===== config.mk =====
export PLATFORM = sky130hd
export DESIGN_NAME = sleep_sub_exec
export DESIGN_NICKNAME = d
export VERILOG_FILES = /design/src/sleep_sub_pkg.sv /design/src/sub_flag_unit.sv /design/src/sleep_sub_exec.sv
export VERILOG_INCLUDE_DIRS = /design/src
export SDC_FILE = /design/constraint.sdc
export NUM_CORES = 1
export LEC_CHECK = 0
export BUFFER_PORTS_ARGS = -buffer_cell sky130_fd_sc_hd__buf_4
export CORE_ASPECT_RATIO = 0.75
export CORE_MARGIN = 5
export CORE_UTILIZATION = 50
export CTS_CLUSTER_DIAMETER = 30
export DETAILED_ROUTE_END_ITERATION = 12
export GPL_ROUTABILITY_DRIVEN = 0
export PLACE_DENSITY = 0.9
export SETUP_SLACK_MARGIN = 0.4
export SYNTH_ARGS = -nofsm -noshare
export SYNTH_HDL_FRONTEND = slang
export SYNTH_SLANG_ARGS = --single-unit

===== constraint.sdc =====
create_clock -name pclk -period 2.7 [get_ports pclk]
set_input_delay 0.405 -clock pclk [delete_from_list [all_inputs] [get_ports pclk]]
set_output_delay 0.405 -clock pclk [all_outputs]
set_load 0.03 [all_outputs]

===== src/sleep_sub_cfg.svh =====
/*
 * constants of the power-down and subtract executor: register offsets,
 * field positions, reset values, opcode patterns and phase counts.
 * assumes it is included by its bare name from inside a module body.
 */
`ifndef SLEEP_SUB_CFG_SVH
`define SLEEP_SUB_CFG_SVH

// ----------------------------------------------------------------------------
// register byte offsets on the apb port
// ----------------------------------------------------------------------------
`define OFS_ACC        12'h000
`define OFS_STATUS     12'h004
`define OFS_CONTROL    12'h008
`define OFS_STATE      12'h00c

// ----------------------------------------------------------------------------
// field positions
// ----------------------------------------------------------------------------
`define ST_CARRY       0
`define ST_NIBBLE      1
`define ST_ZERO        2
`define ST_PD          3
`define ST_TO          4
`define CTL_ENABLE     0
`define STA_HALTED     0
`define STA_BUSY       1

// ----------------------------------------------------------------------------
// reset values
// ----------------------------------------------------------------------------
`define ACC_RESET      8'h00
`define STATUS_RESET   5'h18
`define CONTROL_RESET  1'b1

// ----------------------------------------------------------------------------
// opcode patterns
// ----------------------------------------------------------------------------
`define OPC_POWERDOWN  14'h0063
`define OPC_LIT_SUB    5'h1e
`define OPC_FILE_SUB   6'h02

// ----------------------------------------------------------------------------
// timing: phases in one instruction cycle, one pclk each
// ----------------------------------------------------------------------------
`define PHASES_PER_CYCLE 4

`endif


===== src/sleep_sub_pkg.sv =====
/*
 * types shared by the power-down and subtract executor.
 * assumes nothing beyond a systemverilog compiler.
 */
package sleep_sub_pkg;

   // ----------------------------------------------------------------------------
   // sequencer states: idle, the four phases, and the halted state
   // ----------------------------------------------------------------------------
   typedef enum logic [2:0] {
      ph_idle,
      ph_first,
      ph_second,
      ph_third,
      ph_fourth,
      ph_halted
   } phase_e;

   // ----------------------------------------------------------------------------
   // decoded instruction class
   // ----------------------------------------------------------------------------
   typedef enum logic [1:0] {
      op_none,
      op_powerdown,
      op_literal_minus_acc,
      op_file_minus_acc
   } op_kind_e;

endpackage


===== src/sub_flag_unit.sv =====
/*
 * eight-bit subtractor a - b with carry, nibble carry and zero flags.
 * assumes the caller registers the outputs; purely combinational.
 */
`timescale 1ns/1ps

module sub_flag_unit (
   input  wire logic [7:0] minuend,     // value subtracted from
   input  wire logic [7:0] subtrahend,  // value taken away
   output logic      [7:0] difference,  // minuend - subtrahend, mod 256
   output logic            carry,       // 1: no borrow out of bit 7
   output logic            nibble_carry,// 1: no borrow out of bit 3
   output logic            zero         // 1: difference is zero
);

   // ----------------------------------------------------------------------------
   // two's complement subtract as a + ~b + 1
   // ----------------------------------------------------------------------------
   logic [8:0] full_sum;   // nine-bit sum, top bit is the carry
   logic [4:0] low_sum;    // low nibble sum, top bit is the nibble carry

   always_comb begin
      full_sum     = {1'b0, minuend} + {1'b0, ~subtrahend} + 9'h001;
      low_sum      = {1'b0, minuend[3:0]} + {1'b0, ~subtrahend[3:0]} + 5'h01;
      difference   = full_sum[7:0];
      carry        = full_sum[8];
      nibble_carry = low_sum[4];
      zero         = (full_sum[7:0] == 8'h00);
   end

endmodule


===== src/sleep_sub_exec.sv =====
/*
 * executor for the power-down instruction and the two subtract
 * instructions of an 8-bit accumulator core, with an apb register port.
 * assumes a synchronous fetch unit presenting one opcode at a time,
 * a register file answering file reads combinationally, and an outside
 * watchdog that clears on the watchdog_clear strobe.
 */
// The register addresses and the APB slave port are this design's own decisions.
`timescale 1ns/1ps

module sleep_sub_exec (
   input  wire logic                    pclk,          // core clock, 10 mhz
   input  wire logic                    presetn,       // async reset, active low
   input  wire logic                    psel,          // apb select
   input  wire logic                    penable,       // apb access phase
   input  wire logic                    pwrite,        // apb direction, 1 write
   input  wire logic [11:0]             paddr,         // apb byte address
   input  wire logic [31:0]             pwdata,        // apb write data
   output logic      [31:0]             prdata,        // apb read data
   output logic                         pready,        // apb ready
   output logic                         pslverr,       // apb error, unmapped
   input  wire logic                    instr_valid,   // opcode offered
   input  wire logic [13:0]             opcode,        // instruction word
   output logic                         instr_ready,   // sequencer can take one
   output logic      [6:0]              file_addr,     // register file address
   input  wire logic [7:0]              file_rdata,    // register file read data
   output logic      [7:0]              file_wdata,    // register file write data
   output logic                         file_we,       // register file write
   output logic      [7:0]              acc,           // accumulator
   output logic                         carry_flag,    // carry flag
   output logic                         nibble_carry_flag, // digit carry flag
   output logic                         zero_flag,     // zero flag
   output logic                         powerdown_flag,// power-down status
   output logic                         timeout_flag,  // time-out status
   output logic                         watchdog_clear,// clears count and prescaler
   output logic                         osc_enable,    // main oscillator runs
   output logic                         halted,        // in power-down
   output sleep_sub_pkg::phase_e        phase,         // current phase
   input  wire logic                    wake           // leave power-down
);
   import sleep_sub_pkg::*;
   `include "sleep_sub_cfg.svh"

   // ----------------------------------------------------------------------------
   // state
   // ----------------------------------------------------------------------------
   phase_e      phase_reg, phase_next;         // sequencer state
   logic [13:0] opcode_reg, opcode_next;       // instruction in flight
   op_kind_e    kind_reg, kind_next;           // decoded class
   logic [7:0]  operand_reg, operand_next;     // literal or file value
   logic [7:0]  result_reg, result_next;       // subtract result
   logic [2:0]  flags_reg, flags_next;         // carry, nibble, zero pending
   logic [7:0]  acc_reg, acc_next;             // accumulator
   logic [4:0]  status_reg, status_next;       // status flags
   logic        control_reg, control_next;     // execute enable
   logic        file_we_reg, file_we_next;     // register file write strobe
   logic [7:0]  file_wdata_reg, file_wdata_next; // register file data
   logic        wdt_clr_reg, wdt_clr_next;     // watchdog clear strobe
   logic [31:0] prdata_reg, prdata_next;       // apb read data
   logic        pslverr_reg, pslverr_next;     // apb error

   // ----------------------------------------------------------------------------
   // subtractor
   // ----------------------------------------------------------------------------
   logic [7:0] sub_diff;       // operand - accumulator
   logic       sub_carry;      // no borrow
   logic       sub_nibble;     // no nibble borrow
   logic       sub_zero;       // zero result

   sub_flag_unit u_sub (
      .minuend      (operand_reg),
      .subtrahend   (acc_reg),
      .difference   (sub_diff),
      .carry        (sub_carry),
      .nibble_carry (sub_nibble),
      .zero         (sub_zero)
   );

   // ----------------------------------------------------------------------------
   // apb decode
   // ----------------------------------------------------------------------------
   logic apb_access;   // access phase of any transfer
   logic apb_wr;       // write taken this edge
   logic addr_mapped;  // address hits a register

   always_comb begin
      apb_access  = psel && penable;
      apb_wr      = apb_access && pwrite;
      addr_mapped = (paddr == `OFS_ACC) || (paddr == `OFS_STATUS) ||
                    (paddr == `OFS_CONTROL) || (paddr == `OFS_STATE);
   end

   // ----------------------------------------------------------------------------
   // opcode decode
   // ----------------------------------------------------------------------------
   op_kind_e decoded;   // class of the latched opcode

   always_comb begin
      if (opcode_reg == `OPC_POWERDOWN) begin
         decoded = op_powerdown;
      end else if (opcode_reg[13:9] == `OPC_LIT_SUB) begin
         decoded = op_literal_minus_acc;
      end else if (opcode_reg[13:8] == `OPC_FILE_SUB) begin
         decoded = op_file_minus_acc;
      end else begin
         decoded = op_none;                                // other opcodes pass as no-op
      end
   end

   // ----------------------------------------------------------------------------
   // sequencer and execution next state
   // ----------------------------------------------------------------------------
   always_comb begin
      phase_next      = phase_reg;
      opcode_next     = opcode_reg;
      kind_next       = kind_reg;
      operand_next    = operand_reg;
      result_next     = result_reg;
      flags_next      = flags_reg;
      acc_next        = acc_reg;
      status_next     = status_reg;
      control_next    = control_reg;
      file_we_next    = 1'b0;
      file_wdata_next = file_wdata_reg;
      wdt_clr_next    = 1'b0;
      // software writes first; instruction updates below win on the same edge
      if (apb_wr && (paddr == `OFS_ACC)) begin
         acc_next = pwdata[7:0];
      end
      if (apb_wr && (paddr == `OFS_STATUS)) begin
         status_next = pwdata[4:0];
      end
      if (apb_wr && (paddr == `OFS_CONTROL)) begin
         control_next = pwdata[`CTL_ENABLE];
      end
      case (phase_reg)
         ph_idle: begin
            // take an opcode only while execution is enabled
            if (instr_valid && control_reg) begin
               opcode_next = opcode;
               phase_next  = ph_first;
            end
         end
         ph_first: begin
            // first phase: decode
            kind_next  = decoded;
            phase_next = ph_second;
         end
         ph_second: begin
            // second phase: fetch the operand; power-down does nothing
            if (kind_reg == op_literal_minus_acc) begin
               operand_next = opcode_reg[7:0];
            end else if (kind_reg == op_file_minus_acc) begin
               operand_next = file_rdata;
            end
            phase_next = ph_third;
         end
         ph_third: begin
            // third phase: process; file write strobe set up for the fourth
            result_next = sub_diff;
            flags_next  = {sub_zero, sub_nibble, sub_carry};
            if ((kind_reg == op_file_minus_acc) && opcode_reg[7]) begin
               file_we_next    = 1'b1;
               file_wdata_next = sub_diff;
            end
            phase_next = ph_fourth;
         end
         ph_fourth: begin
            // fourth phase: write back or go to sleep
            phase_next = ph_idle;
            case (kind_reg)
               op_powerdown: begin
                  status_next[`ST_PD] = 1'b0;
                  status_next[`ST_TO] = 1'b1;
                  wdt_clr_next        = 1'b1;
                  phase_next          = ph_halted;
               end
               op_literal_minus_acc: begin
                  acc_next                = result_reg;
                  status_next[`ST_CARRY]  = flags_reg[0];
                  status_next[`ST_NIBBLE] = flags_reg[1];
                  status_next[`ST_ZERO]   = flags_reg[2];
               end
               op_file_minus_acc: begin
                  if (!opcode_reg[7]) begin
                     acc_next = result_reg;
                  end
                  status_next[`ST_CARRY]  = flags_reg[0];
                  status_next[`ST_NIBBLE] = flags_reg[1];
                  status_next[`ST_ZERO]   = flags_reg[2];
               end
               default: begin
                  // no-op for anything else
               end
            endcase
         end
         ph_halted: begin
            // oscillator stopped until the wake-up logic says otherwise
            if (wake) begin
               phase_next = ph_idle;
            end
         end
         default: begin
            phase_next = ph_idle;
         end
      endcase
   end

   // ----------------------------------------------------------------------------
   // apb read and error next values
   // ----------------------------------------------------------------------------
   always_comb begin
      prdata_next  = 32'h0000_0000;
      pslverr_next = 1'b0;
      if (psel && !penable) begin
         // answer computed in setup, presented through the access phase
         case (paddr)
            `OFS_ACC:     prdata_next = {24'h00_0000, acc_reg};
            `OFS_STATUS:  prdata_next = {27'h000_0000, status_reg};
            `OFS_CONTROL: prdata_next = {31'h0000_0000, control_reg};
            `OFS_STATE: begin
               prdata_next[`STA_HALTED] = (phase_reg == ph_halted);
               prdata_next[`STA_BUSY]   = (phase_reg != ph_idle) &&
                                          (phase_reg != ph_halted);
            end
            default: prdata_next = 32'h0000_0000;
         endcase
         pslverr_next = !addr_mapped;
      end else if (apb_access) begin
         prdata_next  = prdata_reg;
         pslverr_next = pslverr_reg;
      end
   end

   // ----------------------------------------------------------------------------
   // registers
   // ----------------------------------------------------------------------------
   always_ff @(posedge pclk or negedge presetn) begin
      if (!presetn) begin
         phase_reg      <= ph_idle;
         opcode_reg     <= 14'h0000;
         kind_reg       <= op_none;
         operand_reg    <= 8'h00;
         result_reg     <= 8'h00;
         flags_reg      <= 3'h0;
         acc_reg        <= `ACC_RESET;
         status_reg     <= `STATUS_RESET;
         control_reg    <= `CONTROL_RESET;
         file_we_reg    <= 1'b0;
         file_wdata_reg <= 8'h00;
         wdt_clr_reg    <= 1'b0;
         prdata_reg     <= 32'h0000_0000;
         pslverr_reg    <= 1'b0;
      end else begin
         phase_reg      <= phase_next;
         opcode_reg     <= opcode_next;
         kind_reg       <= kind_next;
         operand_reg    <= operand_next;
         result_reg     <= result_next;
         flags_reg      <= flags_next;
         acc_reg        <= acc_next;
         status_reg     <= status_next;
         control_reg    <= control_next;
         file_we_reg    <= file_we_next;
         file_wdata_reg <= file_wdata_next;
         wdt_clr_reg    <= wdt_clr_next;
         prdata_reg     <= prdata_next;
         pslverr_reg    <= pslverr_next;
      end
   end

   // ----------------------------------------------------------------------------
   // outputs
   // ----------------------------------------------------------------------------
   always_comb begin
      prdata            = prdata_reg;
      pslverr           = pslverr_reg && apb_access;
      pready            = 1'b1;                    // every access ends in one cycle
      instr_ready       = (phase_reg == ph_idle) && control_reg;
      file_addr         = opcode_reg[6:0];
      file_wdata        = file_wdata_reg;
      file_we           = file_we_reg;
      acc               = acc_reg;
      carry_flag        = status_reg[`ST_CARRY];
      nibble_carry_flag = status_reg[`ST_NIBBLE];
      zero_flag         = status_reg[`ST_ZERO];
      powerdown_flag    = status_reg[`ST_PD];
      timeout_flag      = status_reg[`ST_TO];
      watchdog_clear    = wdt_clr_reg;
      halted            = (phase_reg == ph_halted);
      osc_enable        = (phase_reg != ph_halted);
      phase             = phase_reg;
   end

endmodule


==> impl_results.md, run 1 <==
- Combinational Power Share: 0.255
- Total track usage: 0.1949
- Clk root buf: clkbuf_8
- Post-Route WL: between 9 and 10 mm
- Setup TNS: 0 ns
- Worst vdd ir: 0.0002881 V
- Pint: 1.838 mW
- Gr busiest metal: met2
- Most common cell in the netlist: dfrtp_1
- CTS tree: yes
- Syn avg cell area: 9.827 um2
- Most common flop cell mapped by yosys: dfrtp_1
- Hold Fails Final Rpt: 0
- Most frequent cells after synthesis: dfrtp_1, nand2_1, nor2_1, buf_4, o21ai_0
- Avg WL per Cell: roughly 16 um
- Distinct cells, synth: 51
- Slew headroom: 0.4050
- Dpl hpwl: just under 7 mm
- CP startpoint kind: flop
- Vias per cell: 5.156
- Mapped Area: 3842 um2
- Maxcap violations: 0
- First-pass GRT wire length: 15.08 mm
- Synth top area cells: dfrtp_1, buf_4, mux2_2, mux2i_1, nand2_1
- Final count of pins violating max slew: 0
- Flops & latches, synth: 71
- Leak: 2.235 nW
- Worst EP arrival: 2.51 ns
- Vias in the first global route: 3005
- Share of cells above drive strength 1: 0.3095
- Critical path class: flop to flop
- Hold Crit Class: primary input to asynchronous set/reset pin
- Die area: ~9600 um2
- CTS sink count: 71
- Clock Latency Late Sink: 0.35 ns
- Final total power: 2.817 mW
- CTS H-tree lvls: 3
- P&R area growth vs syn: 21.39%
- CTS Hold Bufs: 0
- GR Layer Usage met1: 0.2601
- CTS Buf Count: 9
- Setup slack, reg-to-reg: 0.45 ns
- FP Rows: 27
- Ys async rst share: 1.000
- I/O pins: 143
- Drt pass-1 iters: 4
- Endpoints failing setup: 0
- Core area: 7398 um2
- Worst Path Max Fanout: 2
- Pwr per Cell Area: between 600 and 700 nW/um2
- PortBufs: 93
- Final Net Count: approximately 550
- Clock power share: 0.272
- Worst Path Required: 2.96 ns
- Die height: 85.92 um
- Final Cycle Share: 0.8323
- Post-CTS setup buffers: 0
- FF-to-FF End: file_wdata[6]
- Via count: approximately 3000
- Sequential share of the synthesized area: 0.4634
- RSZ-0062 raised after global routing: true
- Diodes inserted: 0
- Post-route cell area: 4664 um2
- Hold_ws: 0.1741 ns
- Yosys warns: 0
- Iter 0 DRT Violations: 242
- Outcome: completed
- Largest net degree at the start of global routing: 72
- Clk slew on worst S/H paths: ~0.070 ns
- DRT antenna net count: 0
- P_sw: 0.9791 mW
- Start of the worst register-to-register path: acc[0]
- Worst-Margin Slew: 0.8925 ns
- Initial Utilization: 0.5194
- Mapped Cells: around 390
- Seq pwr share: 0.473
- Die Wd: roughly 110 um
- Switching Fraction: 0.3476
- Area share of the largest cell type after synthesis: 0.4429
- Fmax: 445.0 MHz
- Worst r2r path cells: 7
- EDFF count, synth: 0
- Clock skew: 0.006643 ns
- # fillers: 600
- Crit end category: flop
- Initial antenna violation count: 0
- Post-layout min period: approximately 2.2 ns
- Routing usage on met2: 0.3016
- Post-DP Area: 4469 um2
- Global-route met3 utilization: 0.07405
- GRT Residual Overflow: 0
- Leading area contributor after synthesis: dfrtp_1
- # DRC: 0
- Largest register FFs: 14
- Clock Tree Buf Depth: 2
## power by group through the flow
stage	combinational, mW	clock, mW	sequential [mW]
final	0.719	0.765	1.33
after global routing	0.792	0.828	1.36
after CTS	0.693	0.779	1.33
after detailed placement	0.688	0	1.35
after global placement	0.667	0	1.34
after floorplan	0.543	0	1.29
## worst max-delay path by stage
stage | startpoint | to | slack (ns) | depth (start not counted)
2_1_floorplan | phase[0] | opcode_reg[0] | 0.54 | 5
5_1_grt | acc[0] | file_wdata[6] | 0.35 | 7
3_3_place_gp | acc[0] | flags_reg[2] | 0.56 | 7
4_1_cts | acc[0] | flags_reg[2] | 0.52 | 7
6_report | acc[0] | file_wdata[6] | 0.45 | 7
3_5_place_dp | acc[0] | flags_reg[2] | 0.54 | 7
## logic make-up after synthesis
kind of cell | Yosys count | synth area share
xor+xnor | 6 | 0.01368
buf+inv | 67 | 0.09866
simple gates | 125 | 0.1762
compound gates | 74 | 0.1091
other cells | 2 | 0.001954
flops | 71 | 0.4634
mux | 37 | 0.1058
fa+ha+maj | 9 | 0.03126
## per-stage QoR
step | setup slack, ns | utilization | cells
final | 0.4529 | 0.6305 | 576
after global placement | 0.5649 | 0.6041 | 561
after global routing | 0.3509 | 0.6305 | 576
after CTS | 0.5150 | 0.6276 | 576
after detailed placement | 0.5399 | 0.6041 | 561
after floorplan | 0.5409 | - | 414
## final cells by class
| cell class | instances | area (um2) | share of cell area |
|---|---|---|---|
| Timing Repair Buffer | 96 | 720.7 | 0.1545 |
| Clock buffer | 12 | 155.1 | 0.03326 |
| Tap cell | 101 | 126.4 | 0.02709 |
| Inverter | 17 | 63.81 | 0.01368 |
| Multi-Input combinational cell | 276 | 1799 | 0.3857 |
| Clock inverter | 3 | 18.77 | 0.004024 |
| Sequential cell | 71 | 1780 | 0.3817 |
## critical path, cell delays in order, from the launching register on
cell	delay, ns
dfrtp_1	0.42
ha_1	0.24
fa_1	0.41
nand2b_1	0.21
a21o_1	0.22
a21o_1	0.18
or2_2	0.30
o21ai_0	0.18
## per-layer routing
metal  wire length, um  vias to the layer above
met3               911                        7
met4                90                        0
li1                  -                     1442
met2              4143                      130
met5                 0                        -
met1              4020                     1391
## timing repair
| item | in CTS | in global routing |
|---|---|---|
| hold endpoints to repair | 0 | 0 |
| resized for setup | 0 | 5 |
| endpoints found under the setup margin | 0 | 1 |
## layout by cell type (no fill, tap or decap), types with 4 or more instances in the layout
| cell | Yosys | final |
|---|---|---|
| mux2i_1 | 17 | 17 |
| or3_1 | 4 | 4 |
| o21ai_1 | 9 | 10 |
| mux2_2 | 19 | 19 |
| nand2_1 | 42 | 42 |
| conb_1 | 2 | 25 |
| o21ai_0 | 24 | 23 |
| buf_4 | 32 | 96 |
| a21oi_1 | 23 | 21 |
| ha_1 | 8 | 8 |
| nand3_1 | 6 | 6 |
| nor2_1 | 36 | 36 |
| and3_1 | 4 | 4 |
| nor3_1 | 5 | 5 |
| dfrtp_1 | 68 | 68 |
| nor4_4 | 4 | 4 |
| nor2b_1 | 4 | 4 |
| inv_1 | 17 | 17 |
| a21boi_1 | 4 | 4 |
| xnor2_1 | 5 | 4 |
| clkbuf_8 | 0 | 11 |
Note: power is estimated with default switching activity, not from simulation.
==> inputs of run 2 (changes only) <==
- clock period: 2.7 -> 2.09 ns (I/O delays scaled with it)
==> run 2 against run 1 <==
- final area grew 9.2%
- clock power grew 58%
- global-route usage is 0.37 points higher
- setup slack got worse by 0.32 ns
- first-iteration DRC count is 23% higher
- core utilization increased by 5.8 points
- die area unchanged
- critical path depth unchanged
- cell count is 4.2% higher
- critical endpoint is now flags_reg[2]
- largest power group unchanged
- highest routed layer unchanged
==> impl_results.md, run 2 (same netlist as run 1, synthesis figures left out) <==
- Outcome: completed
- CTS tree: yes
- Die area: 9556 um2
- Vias per cell: 5.478
- Via count: around 3300
- Fin worst setup slack: 0.1362 ns
- RSZ-0062 raised after global routing: true
- Share of cells above drive strength 1: 0.4208
- Hold Fails Final Rpt: 0
- Final Net Count: between 500 and 600
- Die height: 85.92 um
- First-pass GRT wire length: 15.34 mm
- Vias in the first global route: 3082
- Worst EP arrival: ~2.2 ns
- Worst Path Required: 2.36 ns
- Pwr per Cell Area: 831.6 nW/um2
- Die Wd: 111.2 um
- Worst r2r path cells: 7
- Endpoints failing setup: 0
- Hold Crit Class: primary input to flop
- Diodes inserted: 0
- Largest register FFs: 14
- PortBufs: 93
- Core area: ~7400 um2
- Fmax: ~510 MHz
- Clock Latency Late Sink: between 0.3 and 0.4 ns
- Post-Route WL: 10.12 mm
- Setup TNS: 0 ns
- CTS sink count: 71
- Slew headroom: 0.6260
- CTS H-tree lvls: 3
- Clock Tree Buf Depth: 2
- Maxcap violations: 0
- GRT Residual Overflow: 0
- Clock skew: between 0.008 and 0.009 ns
- Hold Path Cell Cnt: 2
- Leak: approximately 2.4 nW
- FP Rows: 27
- Drt pass-1 iters: 5
- I/O pins: 143
- Commonest non-fill, non-tap cells in the layout: buf_4, dfrtp_1, nand2_1
- Clk slew on worst S/H paths: 0.08 ns
- P&R area growth vs syn: 32.60%
- Initial Utilization: 0.5194
- DRT antenna net count: 0
- Worst-Margin Slew: 0.5611 ns
- Largest net degree at the start of global routing: between 40 and 50
- Final count of pins violating max slew: 0
- # DRC: 0
- Dpl hpwl: 7.175 mm
- CTS Buf Count: 9
- Most common cell after layout, fill and taps aside: buf_4
- Total track usage: 0.1986
- Crit end category: flop
- Post-layout min period: 1.954 ns
- Initial antenna violation count: 0
- Final Cycle Share: 0.9348
- Worst Path Max Fanout: 2
- Clk root buf: clkbuf_8
- Place WS: 0.1459 ns
- Avg WL per Cell: roughly 17 um
- Critical path class: flop to flop
- Iter 0 DRT Violations: 298
- CP startpoint kind: flop
- Worst vdd ir: 0.0004476 V
-- run 2: cell types whose count changed in the layout (fill, tap and decap cells not counted), moves of 5 or more --
cell,previous run,this run
buf_4,96,114
dfrtp_1,68,57
dfrtp_2,0,11
ha_1,8,2
ha_4,0,5
o21ai_0,23,18
-- run 2: what timing repair did --
action	in CTS	in global routing
endpoints found under the setup margin	15	25
endpoints found under the hold margin	38	0
pin swaps	1	5
resized for setup	5	25
buffers inserted	7	10
hold buffers	1	0
-- run 2: final cells by class --
| cell class | instances | area, um2 |
|---|---|---|
| fill | 545 | 2303 |
| timing repair buffer | 119 | 904.6 |
| multi-input combinational | 276 | 1993 |
| tap | 101 | 126.4 |
| sequential | 71 | 1794 |
| inverter | 17 | 63.81 |
| clock inverter | 5 | 81.33 |
| clock buffer | 11 | 131.4 |
-- run 2: power by group --
| part | total (mW) | switching, mW | internal [mW] |
|---|---|---|---|
| combinational | 1.38 | 0.775 | 0.600 |
| clock | 1.21 | 0.531 | 0.676 |
| sequential | 1.66 | 0.138 | 1.52 |
| total | 4.24 | 1.44 | 2.79 |
-- run 2: worst paths after layout --
check	from	end	slack (ns)
min in group asynchronous	presetn	prdata[7]	0.50
max in group asynchronous	presetn	kind_reg[1]	0.93
worst max-delay path	acc[0]	flags_reg[2]	0.14
worst min-delay path	opcode[8]	opcode_reg[8]	0.19
worst min register to register	flags_reg[0]	status_reg[0]	0.50
worst max register to register	acc[0]	flags_reg[2]	0.14
-- run 2: stage by stage --
stage / utilization / power (mW) / hold WS (ns) / cells / cell area [um2]
2_1_floorplan: - / 2.456 / 0.01791 / 414 / 4071
3_3_place_gp: 0.6239 / 2.688 / 0.3244 / 566 / 4616
3_5_place_dp: 0.6239 / 2.740 / 0.3353 / 566 / 4616
4_1_cts: 0.6635 / 4.053 / 0.1782 / 590 / 4908
5_1_grt: 0.6887 / 4.434 / 0.1764 / 600 / 5095
6_report: 0.6887 / 4.237 / 0.1929 / 600 / 5095
-- run 2: routing by layer --
metal / up-vias / GRT usage / wire [um] / share of wire
li1: 1504 / - / - / -
met1: 1582 / 0.2712 / 4313 / 0.43
met2: 166 / 0.3087 / 4600 / 0.45
met3: 35 / 0.06911 / 884 / 0.087
met4: 0 / 0.04199 / 325 / 0.032
met5: - / 0 / 0 / 0
-- run 2: critical path, stage by stage (launching register included) --
cell and delay, ns:
dfrtp_2 0.42, ha_4 0.16, fa_2 0.35, nand2b_4 0.17, a21o_1 0.20, a21oi_2 0.18, o2111ai_2 0.16, o31ai_2 0.23
